### src/verilog/vesf_map.svh
// Offsets, bit positions, reset values and codes of the error flag bank.
// Assumes inclusion by bare name from any file of the block.
`ifndef VESF_MAP_SVH
`define VESF_MAP_SVH

// ==========================================================================
// Host addresses
`define VESF_ADDR_W           12
`define VESF_ADDR_FLAGS       12'h001
`define VESF_ADDR_DISABLE     12'h01a

// ==========================================================================
// Bit positions shared by flag and disable registers
`define VESF_BIT_STD          10
`define VESF_BIT_FF_CRC       9
`define VESF_BIT_AP_CRC       8
`define VESF_BIT_LOCK         7
`define VESF_BIT_C_CS         6
`define VESF_BIT_Y_CS         5
`define VESF_BIT_C_CRC        4
`define VESF_BIT_Y_CRC        3
`define VESF_BIT_LINE         2
`define VESF_BIT_SAV          1
`define VESF_BIT_EAV          0
`define VESF_NUM_FLAGS        11
`define VESF_USED_BITS        16'h07ff

// ==========================================================================
// Reset values
`define VESF_RST_FLAGS        16'h0000
`define VESF_RST_DISABLE      16'h0000
`define VESF_RST_RDATA        16'h0000
`define VESF_RST_SYNC         5'h00
`define VESF_RST_ERROR_N      1'b1

// ==========================================================================
// Format codes
`define VESF_CODE_SDTI_FIRST  4'h0
`define VESF_CODE_SDTI_LAST   4'h5
`define VESF_CODE_SDI         4'h6
`define VESF_CODE_ASI         4'h7
`define VESF_CODE_TDM         4'h8
`define VESF_CODE_UNKNOWN     4'hf

`endif

### src/verilog/vesf_pkg.sv
// Types of the error flag bank.
// Assumes vesf_map.svh for numeric constants.
package vesf_pkg;

    // ======================================================================
    // Types
    typedef logic [15:0] vesf_word_t;
    typedef logic [3:0]  vesf_code_t;

    typedef enum logic [1:0] {
        VESF_MODE_HD,
        VESF_MODE_SD,
        VESF_MODE_ASI,
        VESF_MODE_THRU
    } vesf_mode_t;

endpackage

### src/verilog/vesf_format.sv
// Luma and chroma data format code reporting.
// Assumes code inputs and mode levels come from logic on clk_sys.
`timescale 1ns/1ps
`include "vesf_map.svh"

module vesf_format
    import vesf_pkg::*;
(
    input  wire logic       clk_sys,
    input  wire logic       srst,
    input  wire vesf_mode_t mode,
    input  wire logic       locked,
    input  wire logic       code_valid,
    input  wire vesf_code_t luma_code_in,
    input  wire vesf_code_t chroma_code_in,
    output vesf_code_t      luma_format_code,
    output vesf_code_t      chroma_format_code
);

    // ======================================================================
    // Code filtering
    // Reserved codes are reported as unknown
    function automatic vesf_code_t vesf_clean(input vesf_code_t code);
        vesf_clean = (code > `VESF_CODE_TDM) ? `VESF_CODE_UNKNOWN : code;
    endfunction

    vesf_code_t luma_ff;
    vesf_code_t chroma_ff;
    vesf_code_t nxt_luma;
    vesf_code_t nxt_chroma;
    wire vesf_code_t luma_clean   = vesf_clean(luma_code_in);
    wire vesf_code_t chroma_clean = vesf_clean(chroma_code_in);

    // ======================================================================
    // Next value per mode
    always_comb begin
        nxt_luma   = luma_ff;
        nxt_chroma = chroma_ff;
        if (!locked) begin
            nxt_luma   = `VESF_CODE_UNKNOWN;
            nxt_chroma = `VESF_CODE_UNKNOWN;
        end else begin
            case (mode)
                VESF_MODE_HD: begin
                    if (code_valid) begin
                        nxt_luma   = luma_clean;
                        nxt_chroma = chroma_clean;
                    end
                end
                VESF_MODE_SD, VESF_MODE_ASI: begin
                    if (code_valid) begin
                        nxt_luma = luma_clean;
                    end
                    nxt_chroma = `VESF_CODE_UNKNOWN;
                end
                VESF_MODE_THRU: begin
                    nxt_luma   = `VESF_CODE_UNKNOWN;
                    nxt_chroma = `VESF_CODE_UNKNOWN;
                end
                default: begin
                    nxt_luma   = `VESF_CODE_UNKNOWN;
                    nxt_chroma = `VESF_CODE_UNKNOWN;
                end
            endcase
        end
    end

    always_ff @(posedge clk_sys) begin
        if (srst) begin
            luma_ff   <= `VESF_CODE_UNKNOWN;
            chroma_ff <= `VESF_CODE_UNKNOWN;
        end else begin
            luma_ff   <= nxt_luma;
            chroma_ff <= nxt_chroma;
        end
    end

    assign luma_format_code   = luma_ff;
    assign chroma_format_code = chroma_ff;

endmodule

### src/verilog/vesf_sync.sv
// Two-stage synchronisers for the five pin levels of the block.
// Assumes pins are asynchronous to clk_sys and held for several cycles.
`timescale 1ns/1ps
`include "vesf_map.svh"

module vesf_sync
    import vesf_pkg::*;
(
    input  wire logic       clk_sys,
    input  wire logic       srst,
    input  wire logic [4:0] pin_in,
    output logic      [4:0] pin_sync
);

    // ======================================================================
    // Stage registers
    logic [4:0] meta_ff;
    logic [4:0] sync_ff;

    always_ff @(posedge clk_sys) begin
        if (srst) begin
            meta_ff <= `VESF_RST_SYNC;
            sync_ff <= `VESF_RST_SYNC;
        end else begin
            meta_ff <= pin_in;
            sync_ff <= meta_ff;
        end
    end

    assign pin_sync = sync_ff;

endmodule

### src/verilog/vesf_top.sv
// Error flag collection, detection disable register, error pin and
// data format reporting of the video receiver.
// Assumes detection units give one-cycle event pulses on clk_sys and
// that the host port strobes are one cycle wide and on clk_sys.
`timescale 1ns/1ps
`include "vesf_map.svh"

module vesf_top
    import vesf_pkg::*;
(
    input  wire logic                    clk_sys,
    input  wire logic                    srst,
    // Host interface port
    input  wire logic [`VESF_ADDR_W-1:0] host_addr,
    input  wire logic                    host_wr_en,
    input  wire logic                    host_rd_en,
    input  wire vesf_word_t              host_wdata,
    output vesf_word_t                   host_rdata,
    // Pins
    input  wire logic                    locked_pin,
    input  wire logic                    combined_reset_n,
    input  wire logic                    processing_bypass_n,
    input  wire logic                    slave_mode,
    input  wire logic                    rate_select_level,
    output logic                         data_error_n,
    // Mode levels, field start and standard change pulses from device logic
    input  wire logic                    asi_mode,
    input  wire logic                    data_through_mode,
    input  wire logic                    flywheel_enable,
    input  wire logic                    edh_packets_ok,
    input  wire logic                    field_start,
    input  wire logic                    std_change,
    // Detection events
    input  wire logic                    format_mismatch_evt,
    input  wire logic                    full_field_crc_evt,
    input  wire logic                    active_picture_crc_evt,
    input  wire logic                    chroma_checksum_evt,
    input  wire logic                    luma_checksum_evt,
    input  wire logic                    chroma_line_crc_evt,
    input  wire logic                    luma_line_crc_evt,
    input  wire logic                    line_count_evt,
    input  wire logic                    start_timing_ref_evt,
    input  wire logic                    end_timing_ref_evt,
    // Format codes
    input  wire logic                    code_valid,
    input  wire vesf_code_t              luma_code_in,
    input  wire vesf_code_t              chroma_code_in,
    output vesf_code_t                   luma_format_code,
    output vesf_code_t                   chroma_format_code
);

    // ======================================================================
    // Helpers
    function automatic logic vesf_hit(
        input logic [`VESF_ADDR_W-1:0] addr,
        input logic [`VESF_ADDR_W-1:0] target
    );
        vesf_hit = (addr == target);
    endfunction

    // Set wins over a pulse clear, a held clear wins over both for non-lock bits
    function automatic vesf_word_t vesf_update(
        input vesf_word_t cur,
        input vesf_word_t set,
        input vesf_word_t clr
    );
        vesf_update = (cur & ~clr) | set;
    endfunction

    // ======================================================================
    // Pin synchronisation
    logic [4:0] pin_raw;
    logic [4:0] pin_sync;
    logic       locked_s;
    logic       comb_reset_n_s;
    logic       bypass_n_s;
    logic       slave_s;
    logic       rate_sd_s;

    assign pin_raw = {rate_select_level, slave_mode, processing_bypass_n,
                      combined_reset_n, locked_pin};

    vesf_sync u_sync (
        .clk_sys  (clk_sys),
        .srst     (srst),
        .pin_in   (pin_raw),
        .pin_sync (pin_sync)
    );

    assign locked_s       = pin_sync[0];
    assign comb_reset_n_s = pin_sync[1];
    assign bypass_n_s     = pin_sync[2];
    assign slave_s        = pin_sync[3];
    assign rate_sd_s      = pin_sync[4];

    // ======================================================================
    // Operating mode
    vesf_mode_t mode;
    wire logic  hd_mode;
    wire logic  sd_mode;
    wire logic  smpte_active;

    assign mode = data_through_mode ? VESF_MODE_THRU :
                  asi_mode          ? VESF_MODE_ASI  :
                  rate_sd_s         ? VESF_MODE_SD   : VESF_MODE_HD;

    assign hd_mode      = (mode == VESF_MODE_HD);
    assign sd_mode      = (mode == VESF_MODE_SD);
    assign smpte_active = hd_mode | sd_mode;

    // ======================================================================
    // Register storage
    vesf_word_t flags_ff;
    vesf_word_t disable_ff;
    vesf_word_t rdata_ff;
    logic       error_n_ff;
    vesf_word_t nxt_flags;
    vesf_word_t nxt_disable;
    vesf_word_t nxt_rdata;

    // ======================================================================
    // Host decode
    wire logic hit_flags;
    wire logic hit_disable;
    wire logic rd_flags;
    wire logic wr_disable;
    vesf_word_t read_sel;

    assign hit_flags   = vesf_hit(host_addr, `VESF_ADDR_FLAGS);
    assign hit_disable = vesf_hit(host_addr, `VESF_ADDR_DISABLE);
    assign rd_flags    = host_rd_en & hit_flags;
    assign wr_disable  = host_wr_en & hit_disable;

    // ======================================================================
    // Read data
    wire vesf_word_t flags_view;
    wire vesf_word_t disable_view;

    assign flags_view   = flags_ff & `VESF_USED_BITS;
    assign disable_view = disable_ff & `VESF_USED_BITS;

    // Unused bits and unmapped addresses read as zero
    assign read_sel = hit_flags   ? flags_view :
                      hit_disable ? disable_view :
                      `VESF_RST_RDATA;

    assign nxt_rdata   = host_rd_en ? read_sel : rdata_ff;
    assign nxt_disable = wr_disable ?
                         (host_wdata & `VESF_USED_BITS) :
                         disable_ff;

    // ======================================================================
    // Raw error conditions per bit
    vesf_word_t raw_err;
    vesf_word_t set_vec;
    wire logic  gate_smpte;
    wire logic  gate_sd_crc;
    wire logic  gate_hd;
    wire logic  gate_trs;

    assign gate_smpte  = smpte_active;
    assign gate_sd_crc = sd_mode & edh_packets_ok;
    assign gate_hd     = hd_mode;
    assign gate_trs    = smpte_active & flywheel_enable;

    always_comb begin
        raw_err = 16'h0000;
        raw_err[`VESF_BIT_STD] = gate_smpte
            & format_mismatch_evt;
        raw_err[`VESF_BIT_FF_CRC] = gate_sd_crc
            & full_field_crc_evt;
        raw_err[`VESF_BIT_AP_CRC] = gate_sd_crc
            & active_picture_crc_evt;
        raw_err[`VESF_BIT_LOCK] = ~locked_s;
        raw_err[`VESF_BIT_C_CS] = gate_hd
            & chroma_checksum_evt;
        raw_err[`VESF_BIT_Y_CS] = gate_smpte
            & luma_checksum_evt;
        raw_err[`VESF_BIT_C_CRC] = gate_hd
            & chroma_line_crc_evt;
        raw_err[`VESF_BIT_Y_CRC] = gate_hd
            & luma_line_crc_evt;
        raw_err[`VESF_BIT_LINE] = gate_hd
            & line_count_evt;
        raw_err[`VESF_BIT_SAV] = gate_trs
            & start_timing_ref_evt;
        raw_err[`VESF_BIT_EAV] = gate_trs
            & end_timing_ref_evt;
    end

    // ======================================================================
    // Clear conditions
    wire logic      hold_clear;
    wire logic      pulse_clear_all;
    wire vesf_word_t lock_only;
    wire vesf_word_t pulse_clr;
    wire vesf_word_t hold_clr;

    // Level conditions keep non-lock flags at zero for as long as they hold
    assign hold_clear = ~comb_reset_n_s | ~locked_s
                      | (slave_s & ~bypass_n_s);
    assign pulse_clear_all = field_start | rd_flags;
    assign lock_only = 16'h0001 << `VESF_BIT_LOCK;

    assign pulse_clr = pulse_clear_all ? `VESF_USED_BITS :
                       std_change      ? (`VESF_USED_BITS & ~lock_only) :
                       16'h0000;
    assign hold_clr  = hold_clear ? (`VESF_USED_BITS & ~lock_only) :
                       16'h0000;

    // Disabled types never set; held clears override non-lock sets
    assign set_vec = raw_err & ~disable_ff & ~hold_clr;

    // ======================================================================
    // Flag update
    always_comb begin
        nxt_flags = vesf_update(flags_ff & ~hold_clr, set_vec,
                                pulse_clr);
        nxt_flags = nxt_flags & `VESF_USED_BITS;
    end

    always_ff @(posedge clk_sys) begin
        if (srst) begin
            flags_ff <= `VESF_RST_FLAGS;
        end else begin
            flags_ff <= nxt_flags;
        end
    end

    // ======================================================================
    // Disable register
    always_ff @(posedge clk_sys) begin
        if (srst) begin
            disable_ff <= `VESF_RST_DISABLE;
        end else begin
            disable_ff <= nxt_disable;
        end
    end

    // Read data holds until the next read strobe
    always_ff @(posedge clk_sys) begin
        if (srst) begin
            rdata_ff <= `VESF_RST_RDATA;
        end else begin
            rdata_ff <= nxt_rdata;
        end
    end

    // ======================================================================
    // Error pin
    wire logic any_flag;

    assign any_flag = |nxt_flags;

    always_ff @(posedge clk_sys) begin
        if (srst) begin
            error_n_ff <= `VESF_RST_ERROR_N;
        end else begin
            error_n_ff <= ~any_flag;
        end
    end

    assign host_rdata   = rdata_ff;
    assign data_error_n = error_n_ff;

    // ======================================================================
    // Data format reporting
    vesf_format u_format (
        .clk_sys            (clk_sys),
        .srst               (srst),
        .mode               (mode),
        .locked             (locked_s),
        .code_valid         (code_valid),
        .luma_code_in       (luma_code_in),
        .chroma_code_in     (chroma_code_in),
        .luma_format_code   (luma_format_code),
        .chroma_format_code (chroma_format_code)
    );

endmodule
### config.mk
export PLATFORM = sky130hd
export DESIGN_NAME = vesf_top
export DESIGN_NICKNAME = d
export VERILOG_FILES = /design/src/verilog/vesf_pkg.sv /design/src/verilog/vesf_format.sv /design/src/verilog/vesf_sync.sv /design/src/verilog/vesf_top.sv
export VERILOG_INCLUDE_DIRS = /design/src /design/src/verilog
export SDC_FILE = /design/constraint.sdc
export NUM_CORES = 1
export LEC_CHECK = 0
export BUFFER_PORTS_ARGS = -buffer_cell sky130_fd_sc_hd__buf_2
export CELL_PAD_IN_SITES_DETAIL_PLACEMENT = 1
export CELL_PAD_IN_SITES_GLOBAL_PLACEMENT = 2
export CORE_UTILIZATION = 25
export CTS_CLUSTER_DIAMETER = 150
export DETAILED_ROUTE_END_ITERATION = 8
export PLACE_DENSITY = 0.79
export SLEW_MARGIN = 20
export SYNTH_ARGS = -nofsm -noshare
export SYNTH_HDL_FRONTEND = slang
export SYNTH_SLANG_ARGS = --single-unit
### constraint.sdc
create_clock -name clk_sys -period 1.29 [get_ports clk_sys]
set_clock_uncertainty 0.1 [all_clocks]
set_input_delay 0.1935 -clock clk_sys [delete_from_list [all_inputs] [get_ports clk_sys]]
set_output_delay 0.1935 -clock clk_sys [all_outputs]
set_load 0.01 [all_outputs]
# [After elaboration in Yosys (flattened, before gate mapping)]
# Index checks and enable logic that the tools add are counted.
[totals] regBits=57 latchBits=0 ramBits=0 rom_bits=0 input_bits=62 out_inout_bits=25 word_cells=67 n_memories=0
[classes] addsub=0 multipliers=0 div=0 order_cmp=2 n_eq_ne=7 shift=0 muxes=14 n_bitwise=31 reduce_logical=5
[ops] op="$mux 11" n=5
[ops] op="$and 11x11->11" n=4
[ops] op="$not 11->11" n=3
[ops] op="$mux 4" n=4
[ops] op="$pmux 4 s2" n=2
[ops] op="$and 1x1->1" n=15
[ops] op="$eq 12x1->1 const B" n=1
[ops] op="$eq 12x5->1 const B" n=1
[ops] op="$or 11x11->11" n=1
[ops] op="$reduce_or 11->1" n=1
[ops] op="$gt 4x4->1 const B" n=2
[ops] op="$reduce_or 3->1" n=2
[ops] op="$eq 2x2->1 const B" n=2
[ops] op="$mux 2" n=2
[ops] op="$not 1->1" n=4
[ops] op="$or 1x1->1" n=4
[ops] op="$eq 2x1->1 const B" n=1
[ops] op="$logic_not 2->1" n=1
[ops] op="$ne 2x1->1 const B" n=1
[ops] op="$ne 2x2->1 const B" n=1
[ops] op="$reduce_or 2->1" n=1
[ops] op="$mux 1" n=1

# [Depth between registers and ports, before layout]
# Gate-level depths: netlist (run 1).
[logic_depth] word_depth=12 ltp_mapped=5 depth_no_buf=4

# [Cells and area by module]
# Synthesis (run 1) repeated with hierarchy kept, for this count alone.
[unflattened] hier_cells=223 hier_area_um2=2187.1
[modules_own_cells] mod="vesf_top" n_inst=1 cells_per_inst=163 area_each_um2=1561.5 seq_area_each_um2=680.7
[modules_own_cells] mod="vesf_format" n_inst=1 cells_per_inst=40 area_each_um2=362.8 seq_area_each_um2=160.2
[modules_own_cells] mod="vesf_sync" n_inst=1 cells_per_inst=20 area_each_um2=262.8 seq_area_each_um2=200.2

# [Worst setup path before layout (run 1)]
# No wires, ideal clock.
[synth_timing] path_kind="register to register" startpoint="register u_sync.sync_ff[0], in the netlist u_sync.pin_sync[0]" endpoint="register error_n_ff, in the netlist data_error_n" setup_time_ns=0.116 arrival_ns=1.148 path_slack_ns=-0.074 stages_incl_launch_ff=5 path_buffers=0 period_less_slack_ns=1.364 cell_sequence="dfxtp_1 -> nand2_1 -> nor3_1 -> a221oi_2 -> a41o_1"
[synth_between] elab_chain_cells=10 word_cells_on_any_way=12
[synth_lines] item="start, declared" line_no="vesf_sync.sv:18" text="logic [4:0] sync_ff;"
[synth_lines] item="start signal, assigned" line_no="vesf_sync.sv:23" text="sync_ff <= `VESF_RST_SYNC;"
[synth_lines] item="start signal, assigned" line_no="vesf_sync.sv:26" text="sync_ff <= meta_ff;"
[synth_lines] item="$not 1->1 (no line) (*)"
[synth_lines] item="$or 1x1->1" line_no="vesf_top.sv:200" text="assign hold_clear = ~comb_reset_n_s | ~locked_s"
[synth_lines] item="$or 1x1->1" line_no="vesf_top.sv:201" text="| (slave_s & ~bypass_n_s);"
[synth_lines] item="$mux 11" line_no="vesf_top.sv:208" text="assign hold_clr = hold_clear ? (`VESF_USED_BITS & ~lock_only) :"
[synth_lines] item="$not 11->11" line_no="vesf_top.sv:212, vesf_top.sv:217"
[synth_lines] item="$and 11x11->11" line_no="vesf_top.sv:217" text="nxt_flags = vesf_update(flags_ff & ~hold_clr, set_vec,"
[synth_lines] item="$and 11x11->11" line_no="vesf_top.sv:67" text="vesf_update = (cur & ~clr) | set;"
[synth_lines] item="$or 11x11->11 (*)" line_no="vesf_top.sv:67"
[synth_lines] item="$reduce_or 11->1 (*)" line_no="vesf_top.sv:253" text="assign any_flag = |nxt_flags;"
[synth_lines] item="$not 1->1 (*)" line_no="vesf_top.sv:259" text="error_n_ff <= ~any_flag;"
[synth_lines] item="end signal, assigned" line_no="vesf_top.sv:257" text="error_n_ff <= `VESF_RST_ERROR_N;"
[synth_lines] item="end signal, assigned" line_no="vesf_top.sv:259"
[synth_lines] item="end, declared" line_no="vesf_top.sv:116" text="logic error_n_ff;"
# Mark *: on every way between the ends. The rest lies on a longest branch, timed or not.
# A chain may end at the register's enable or synchronous reset.

# [Worst setup path after layout (run 1)]
[layout_timing] startpoint="register u_sync.sync_ff[4], in the netlist u_sync.pin_sync[4]" endpoint="register flags_ff[8]"
[layout_between] elab_chain_cells=9
[layout_lines] item="$mux 1" line_no="vesf_top.sv:105" text="rate_sd_s ? VESF_MODE_SD : VESF_MODE_HD;"
[layout_lines] item="$mux 2" line_no="vesf_top.sv:104" text="asi_mode ? VESF_MODE_ASI :"
[layout_lines] item="$mux 2" line_no="vesf_top.sv:103" text="assign mode = data_through_mode ? VESF_MODE_THRU :"
[layout_lines] item="$eq 2x1->1" line_no="vesf_top.sv:108" text="assign sd_mode = (mode == VESF_MODE_SD);"
[layout_lines] item="$and 1x1->1" line_no="vesf_top.sv:162" text="assign gate_sd_crc = sd_mode & edh_packets_ok;"
[layout_lines] item="$and 1x1->1" line_no="vesf_top.sv:173" text="& active_picture_crc_evt;"
[layout_lines] item="$and 11x11->11 (2 in a row)" line_no="vesf_top.sv:212" text="assign set_vec = raw_err & ~disable_ff & ~hold_clr;"
[layout_lines] item="$or 11x11->11" line_no="vesf_top.sv:67"
[layout_lines] item="end signal, assigned" line_no="vesf_top.sv:224" text="flags_ff <= `VESF_RST_FLAGS;"
[layout_lines] item="end signal, assigned" line_no="vesf_top.sv:226" text="flags_ff <= nxt_flags;"
[layout_lines] item="end, declared" line_no="vesf_top.sv:113" text="vesf_word_t flags_ff;"
# No other way between the ends.

==> key figures, run 1 <==
Pwr
  • P_sw: 700 uW
  • Power per Cell Area: 913 nW/um^2
  • Clock network power share: 0.334
  • Total power: 2.89 mW
  • Peak VDD IR: 0.000456 V
  • Power Internal: around 2.2 mW
  • Comb pwr share: 0.101
  • Sequential share of power: 0.565
  • Sw Share: 0.242
  • Lkg Pwr: between 1 and 1.5 nW

Min path
  • Hold path start: luma_code_in[0]
  • Worst Hold Class: in2reg

Setup path
  • R2r endpoint: flags_ff[8]
  • FF-to-FF Start: u_sync.pin_sync[4]
  • CP max stage delay: 400 ps
  • Crit path kind: reg2reg
  • Worst r2r path cells: 5
  • CP max FO: 3
  • Req. time, crit path: 1440 ps
  • Crit-path cells: nand2_1, nor4_2, buf_4, nand3b_1, a21oi_2
  • Worst reg2reg setup slack: -60 ps
  • Buffers plus inverters on the worst setup path: 1
  • CP endpoint: flags_ff[8]
  • Setup crit start: u_sync.pin_sync[4]
  • Startpoint Class: flop
  • Crit path max-delay family: simple AND/OR/NAND/NOR gates
  • Slowest CP cell: dfxtp_2
  • Worst setup EP type: flop
  • WP depth: 5
  • Crit path DAT: 1490 ps

Yosys
  • Sequential share of the synthesized area: 0.473
  • Area leader, netlist: dfxtp_1
  • Post-synthesis cell count: around 240
  • Mapped Area: roughly 2200 um^2
  • Synth warnings: 0
  • Count of cell types in the netlist: 33
  • Asr flop ratio synth: 0
  • Dominant register cell in the synthesized netlist: dfxtp_1
  • Mean Syn Cell Area: slightly above 9 um^2
  • Area contributors post-synth: dfxtp_1 47%, a21oi_1 7.0%, nor2b_1 6.3%
  • Number of synthesized flops with an enable pin: 0
  • Post-synth top area share: 0.473
  • Synth Register Bits: 52

CTS
  • Clock slew at reported path FFs: 100 ps
  • Clk_lat worst skew: 310 ps
  • Root Buffer: clkbuf_8
  • Max clock buf depth: 2
  • CTS buffer count: 5
  • CTS tree: done
  • Clock Sinks: 52
  • Depth of the CTS H-tree: 2

Drt
  • WL/cell: approximately 14 um
  • DRC Markers: 0
  • Vias post-DR: 2058
  • DRT Pass-1 Iters: 4
  • DR vias/cell: approximately 4.6
  • DR iter-0 viols: 34
  • Final wirelength: 6.47 mm
  • Final ANT Viol Nets: 0

Placed design
  • Gpl congestion: between 0.7 and 0.8
  • Post-DP Area: 2930 um^2
  • Setup WS pre-CTS: -251 ps
  • # port buffers: 76
  • Dpl hpwl: 5.01 mm
  • DP Cell Count: 435

Floorplan
  • Starting density of the core: 0.263
  • Core Rows: 33
  • Full die area: 9180 um^2
  • I/O pin total: just under 90
  • Die height: 95.8 um
  • Die X: around 96 um
  • Core area: roughly 8400 um^2

Flow run
  • Max Cap Viol: 0

Timing
  • Final Max Slew Viols: 0
  • Post-layout worst setup margin: -59.2 ps
  • Max Clk Rate: 0.741 GHz
  • Setup tns final: -299 ps
  • Hold Violations, Final: 0
  • Hold WS: 11.5 ps
  • Final setup vio count: 9
  • Final period demand of the worst path: 1350 ps
  • RSZ-0062 raised after global routing: yes
  • Final period util: 1.05

Layout
  • Syn-to-layout area delta: 44.0%
  • Share of layout cells above drive strength 1: 0.405
  • Net count, final: roughly 400
  • Design area: roughly 3200 um^2
  • ANT cells: 0
  • Final Core Density: 0.378
  • Commonest non-fill, non-tap cell in the layout: buf_2
  • Most frequent cells in the layout: 76 x buf_2, 49 x dfxtp_1, 26 x a21oi_1
  • Finished Layout Cells: 448

GRT
  • Initial antenna violation count: 0
  • Vias in the first global route: about 2200
  • Total gr overflow: 0
  • Largest net degree at the start of global routing: 26
  • First-pass GRT wire length: 10.1 mm
  • Gr usage total: 0.145

Status
  • Outcome: finished with violations
  • Failing checks: setup timing
==> repair_timing <==
| item | in CTS | in global routing |
|---|---|---|
| setup endpoints to repair | 12 | 13 |
| resized for setup | 10 | 12 |
| setup buffers | 0 | 2 |
| pin swaps | 8 | 4 |
| endpoints found under the hold margin | 4 | 0 |
| hold buffers | 4 | 0 |
==> tightest hold or removal path: stages <==
cell     delay (ps)
buf_2            90
o32ai_1          60
nand2_1          60
==> power groups by stage <==
stage	clock network (mW)	logic [mW]	registers, mW
after floorplan	0	0.116	1.67
after global placement	0	0.266	1.67
after detailed placement	0	0.273	1.67
after CTS	1.01	0.285	1.63
after global routing	1.06	0.319	1.64
final	0.966	0.293	1.63
==> sequential cells by signal, summed over array words and instances (netlist names) <==
signal and cells:
data_error_n 1, disable_ff 11, flags_ff 11, host_rdata 11
u_format.chroma_format_code 4, u_format.luma_format_code 4, u_sync.meta_ff 5, u_sync.pin_sync 5
==> worst min-delay path by stage <==
stage | to | cells after the start | slack [ps]
2_1_floorplan | u_format.luma_format_code[3] | 1 | 200
3_3_place_gp | u_sync.meta_ff[2] | 2 | 300
3_5_place_dp | u_sync.meta_ff[1] | 2 | 310
4_1_cts | disable_ff[9] | 3 | 8
5_1_grt | u_format.luma_format_code[0] | 3 | 20
6_report | u_format.luma_format_code[0] | 3 | 10
==> cell usage after synthesis, types with 2 or more instances <==
master	count
nand2b_1	7
nor3_1	3
nor2_1	16
o32ai_1	3
nand2_1	20
buf_4	7
a31oi_1	2
o22ai_1	5
nand4_1	2
nor4_1	4
o31ai_1	2
nand3_1	12
nor4_2	3
mux2i_1	13
dfxtp_1	52
clkbuf_1	8
a21oi_1	31
buf_2	3
nor2b_1	22
and4_1	2
inv_1	4
nand3b_1	10
==> per-layer routing <==
| layer | share of wire | up-vias | track usage |
|---|---|---|---|
| met5 | 0 | - | 0 |
| met4 | 0.014 | 0 | 0.0547 |
| met3 | 0.051 | 10 | 0.0261 |
| met2 | 0.51 | 54 | 0.261 |
| met1 | 0.43 | 947 | 0.172 |
| li1 | - | 1047 | - |
==> cell families after synthesis <==
| family | synth area share |
|---|---|
| simple gates | 0.284 |
| flops | 0.473 |
| compound gates | 0.131 |
| other cells | 0.00170 |
| mux | 0.0591 |
| buf+inv | 0.0512 |
==> final cells by class <==
cell class / count / area (um^2)
inverter: 4 / 15.0
multi-input combinational: 172 / 1210
clock buffer: 6 / 82.6
fill: 993 / 5210
sequential: 52 / 1040
timing repair buffer: 107 / 677
clock inverter: 2 / 10.0
tap: 105 / 131
No activity file was read; power rests on OpenSTA's default activity.
==> inputs of run 2 (changes only) <==
--- a/config.mk
+++ b/config.mk
@@ -7,4 +7,5 @@
 export NUM_CORES = 1
 export LEC_CHECK = 0
+export ABC_AREA = 0
 export BUFFER_PORTS_ARGS = -buffer_cell sky130_fd_sc_hd__buf_2
 export CELL_PAD_IN_SITES_DETAIL_PLACEMENT = 1
@@ -14,5 +15,5 @@
 export DETAILED_ROUTE_END_ITERATION = 8
 export PLACE_DENSITY = 0.79
-export SLEW_MARGIN = 20
+export SLEW_MARGIN = 30
 export SYNTH_ARGS = -nofsm -noshare
 export SYNTH_HDL_FRONTEND = slang
==> constraint.sdc (replaced) <==
create_clock -name clk_sys -period 1.29 [get_ports clk_sys]
set_clock_uncertainty 0.1 [all_clocks]
set_input_delay 0.0645 -clock clk_sys [delete_from_list [all_inputs] [get_ports clk_sys]]
set_output_delay 0.0645 -clock clk_sys [all_outputs]
set_load 0.01 [all_outputs]
==> run 2 against run 1 <==
The run still ends with setup timing left. Die area unchanged. Critical path depth up 1. Flip-flop and latch count unchanged. Total power up 2.2%. Sequential power about the same. First-iteration DRC count up 47%. Clock power down 1%.
==> key figures, run 2 (same netlist as run 1, synthesis figures left out) <==
Drt
  • Vias post-DR: about 2200
  • Final ANT Viol Nets: 0
  • DRT Pass-1 Iters: 4
  • Final wirelength: 6.88 mm
  • DRC Markers: 0
  • WL/cell: 14.2 um
  • DR iter-0 viols: 50
  • DR vias/cell: 4.58

Setup path
  • Worst setup EP type: flop
  • CP max FO: 5
  • CP max stage delay: 320 ps
  • CP most frequent cell: buf_4
  • Crit path kind: reg2reg
  • Req. time, crit path: around 1400 ps
  • Crit path DAT: approximately 1500 ps
  • Startpoint Class: flop
  • Buffers plus inverters on the worst setup path: 2
  • Crit-path cells: and2b_4, nor3_1, buf_4, buf_4, a31oi_1, nor2_1
  • Slowest CP cell: and2b_4
  • Crit path max-delay family: simple AND/OR/NAND/NOR gates

Timing
  • Setup tns final: -702 ps
  • Final setup vio count: 11
  • Final Max Slew Viols: 0
  • Final period demand of the worst path: 1390 ps
  • Post-layout worst setup margin: -99.8 ps
  • Final period util: 1.08
  • Max Clk Rate: 0.720 GHz
  • Hold Violations, Final: 0
  • RSZ-0062 raised after global routing: yes

GRT
  • First-pass GRT wire length: ~11 mm
  • Total gr overflow: 0
  • Initial antenna violation count: 0
  • Vias in the first global route: 2335
  • Gr usage total: 0.154
  • Largest net degree at the start of global routing: 26

Placed design
  • Dpl hpwl: 4.91 mm
  • Gpl congestion: around 0.76
  • Setup WS pre-CTS: -259 ps
  • # port buffers: 76

Min path
  • Worst Hold Class: in2reg

CTS
  • CTS tree: done
  • Clock Sinks: 52
  • Root Buffer: clkbuf_8
  • CTS buffer count: 5
  • Max clock buf depth: 2
  • Depth of the CTS H-tree: 2
  • Clock slew at reported path FFs: 90 ps
  • Clk_lat worst skew: 300 ps

Floorplan
  • Die height: around 96 um
  • I/O pin total: 87
  • Full die area: 9180 um^2
  • Core area: approximately 8400 um^2
  • Starting density of the core: 0.263
  • Die X: between 90 and 100 um
  • Core Rows: 33

Layout
  • Net count, final: 439
  • Commonest non-fill, non-tap cell in the layout: buf_2
  • Syn-to-layout area delta: 57.5%
  • Share of layout cells above drive strength 1: 0.352
  • Most frequent cells in the layout: 76 x buf_2, 51 x dfxtp_1, 37 x dlygate4sd3_1
  • ANT cells: 0

Pwr
  • Power per Cell Area: around 850 nW/um^2
  • Lkg Pwr: roughly 1.5 nW
  • Peak VDD IR: 0.000493 V

Flow run
  • Max Cap Viol: 0

Status
  • Failing checks: setup timing
  • Outcome: finished with violations
[run 2: cell count changes in the layout (fill, tap and decap cells not counted), sizes merged]
cell and change:
buf +2, dlygate4sd3 +33
[run 2: report_power, final]
part	switching [mW]	internal, mW
Clock	0.523	0.429
Combinational	0.166	0.207
Sequential	0.00796	1.62
Total	0.697	2.26
[run 2: per-layer routing]
layer / GRT usage / part of all wire
met3: 0.0363 / 0.049
met5: 0 / 0
met4: 0.0261 / 0.0061
met2: 0.286 / 0.51
met1: 0.182 / 0.43
[run 2: final timing paths]
check	from	endpoint	slack (ps)	depth (start not counted)
worst max-delay path	u_sync.pin_sync[2]	flags_ff[1]	-100	6
worst min-delay path	data_through_mode	u_format.luma_format_code[3]	50	3
worst max register to register	u_sync.pin_sync[2]	flags_ff[1]	-100	6
worst min register to register	u_sync.meta_ff[3]	u_sync.pin_sync[3]	350	1
[run 2: what timing repair did]
item | 4_1_cts | 5_1_grt
hold buffers | 39 | 1
buffers inserted | 1 | 0
setup endpoints to repair | 14 | 20
pin swaps | 2 | 6
cloned | 0 | 0
hold endpoints to repair | 35 | 3
gates resized for setup | 7 | 8
[run 2: final cells by class]
cell class	instances	area, um^2
Clock inverter	2	10.0
Clock buffer	6	82.6
Fill cell	1004	4920
Inverter	4	15.0
Multi-Input combinational cell	172	1170
Tap cell	105	131
Timing Repair Buffer	142	1020
Sequential cell	52	1040
[run 2: worst min-delay path, stage by stage]
cell	delay [ps]
buf_2	100
buf_4	150
nand3b_1	100
[run 2: metrics by stage]
step / hold WS, ps / power, mW / instance area [um^2] / instances / util
global placement: 177 / 1.92 / 2900 / 437 / 0.346
floorplan: 70.4 / 1.78 / 2240 / 246 / -
CTS: 14.2 / 2.98 / 3430 / 485 / 0.409
finish: 46.9 / 2.96 / 3470 / 483 / 0.413
global route: 49.4 / 3.10 / 3470 / 483 / 0.413
detailed placement: 180 / 1.93 / 2900 / 437 / 0.346
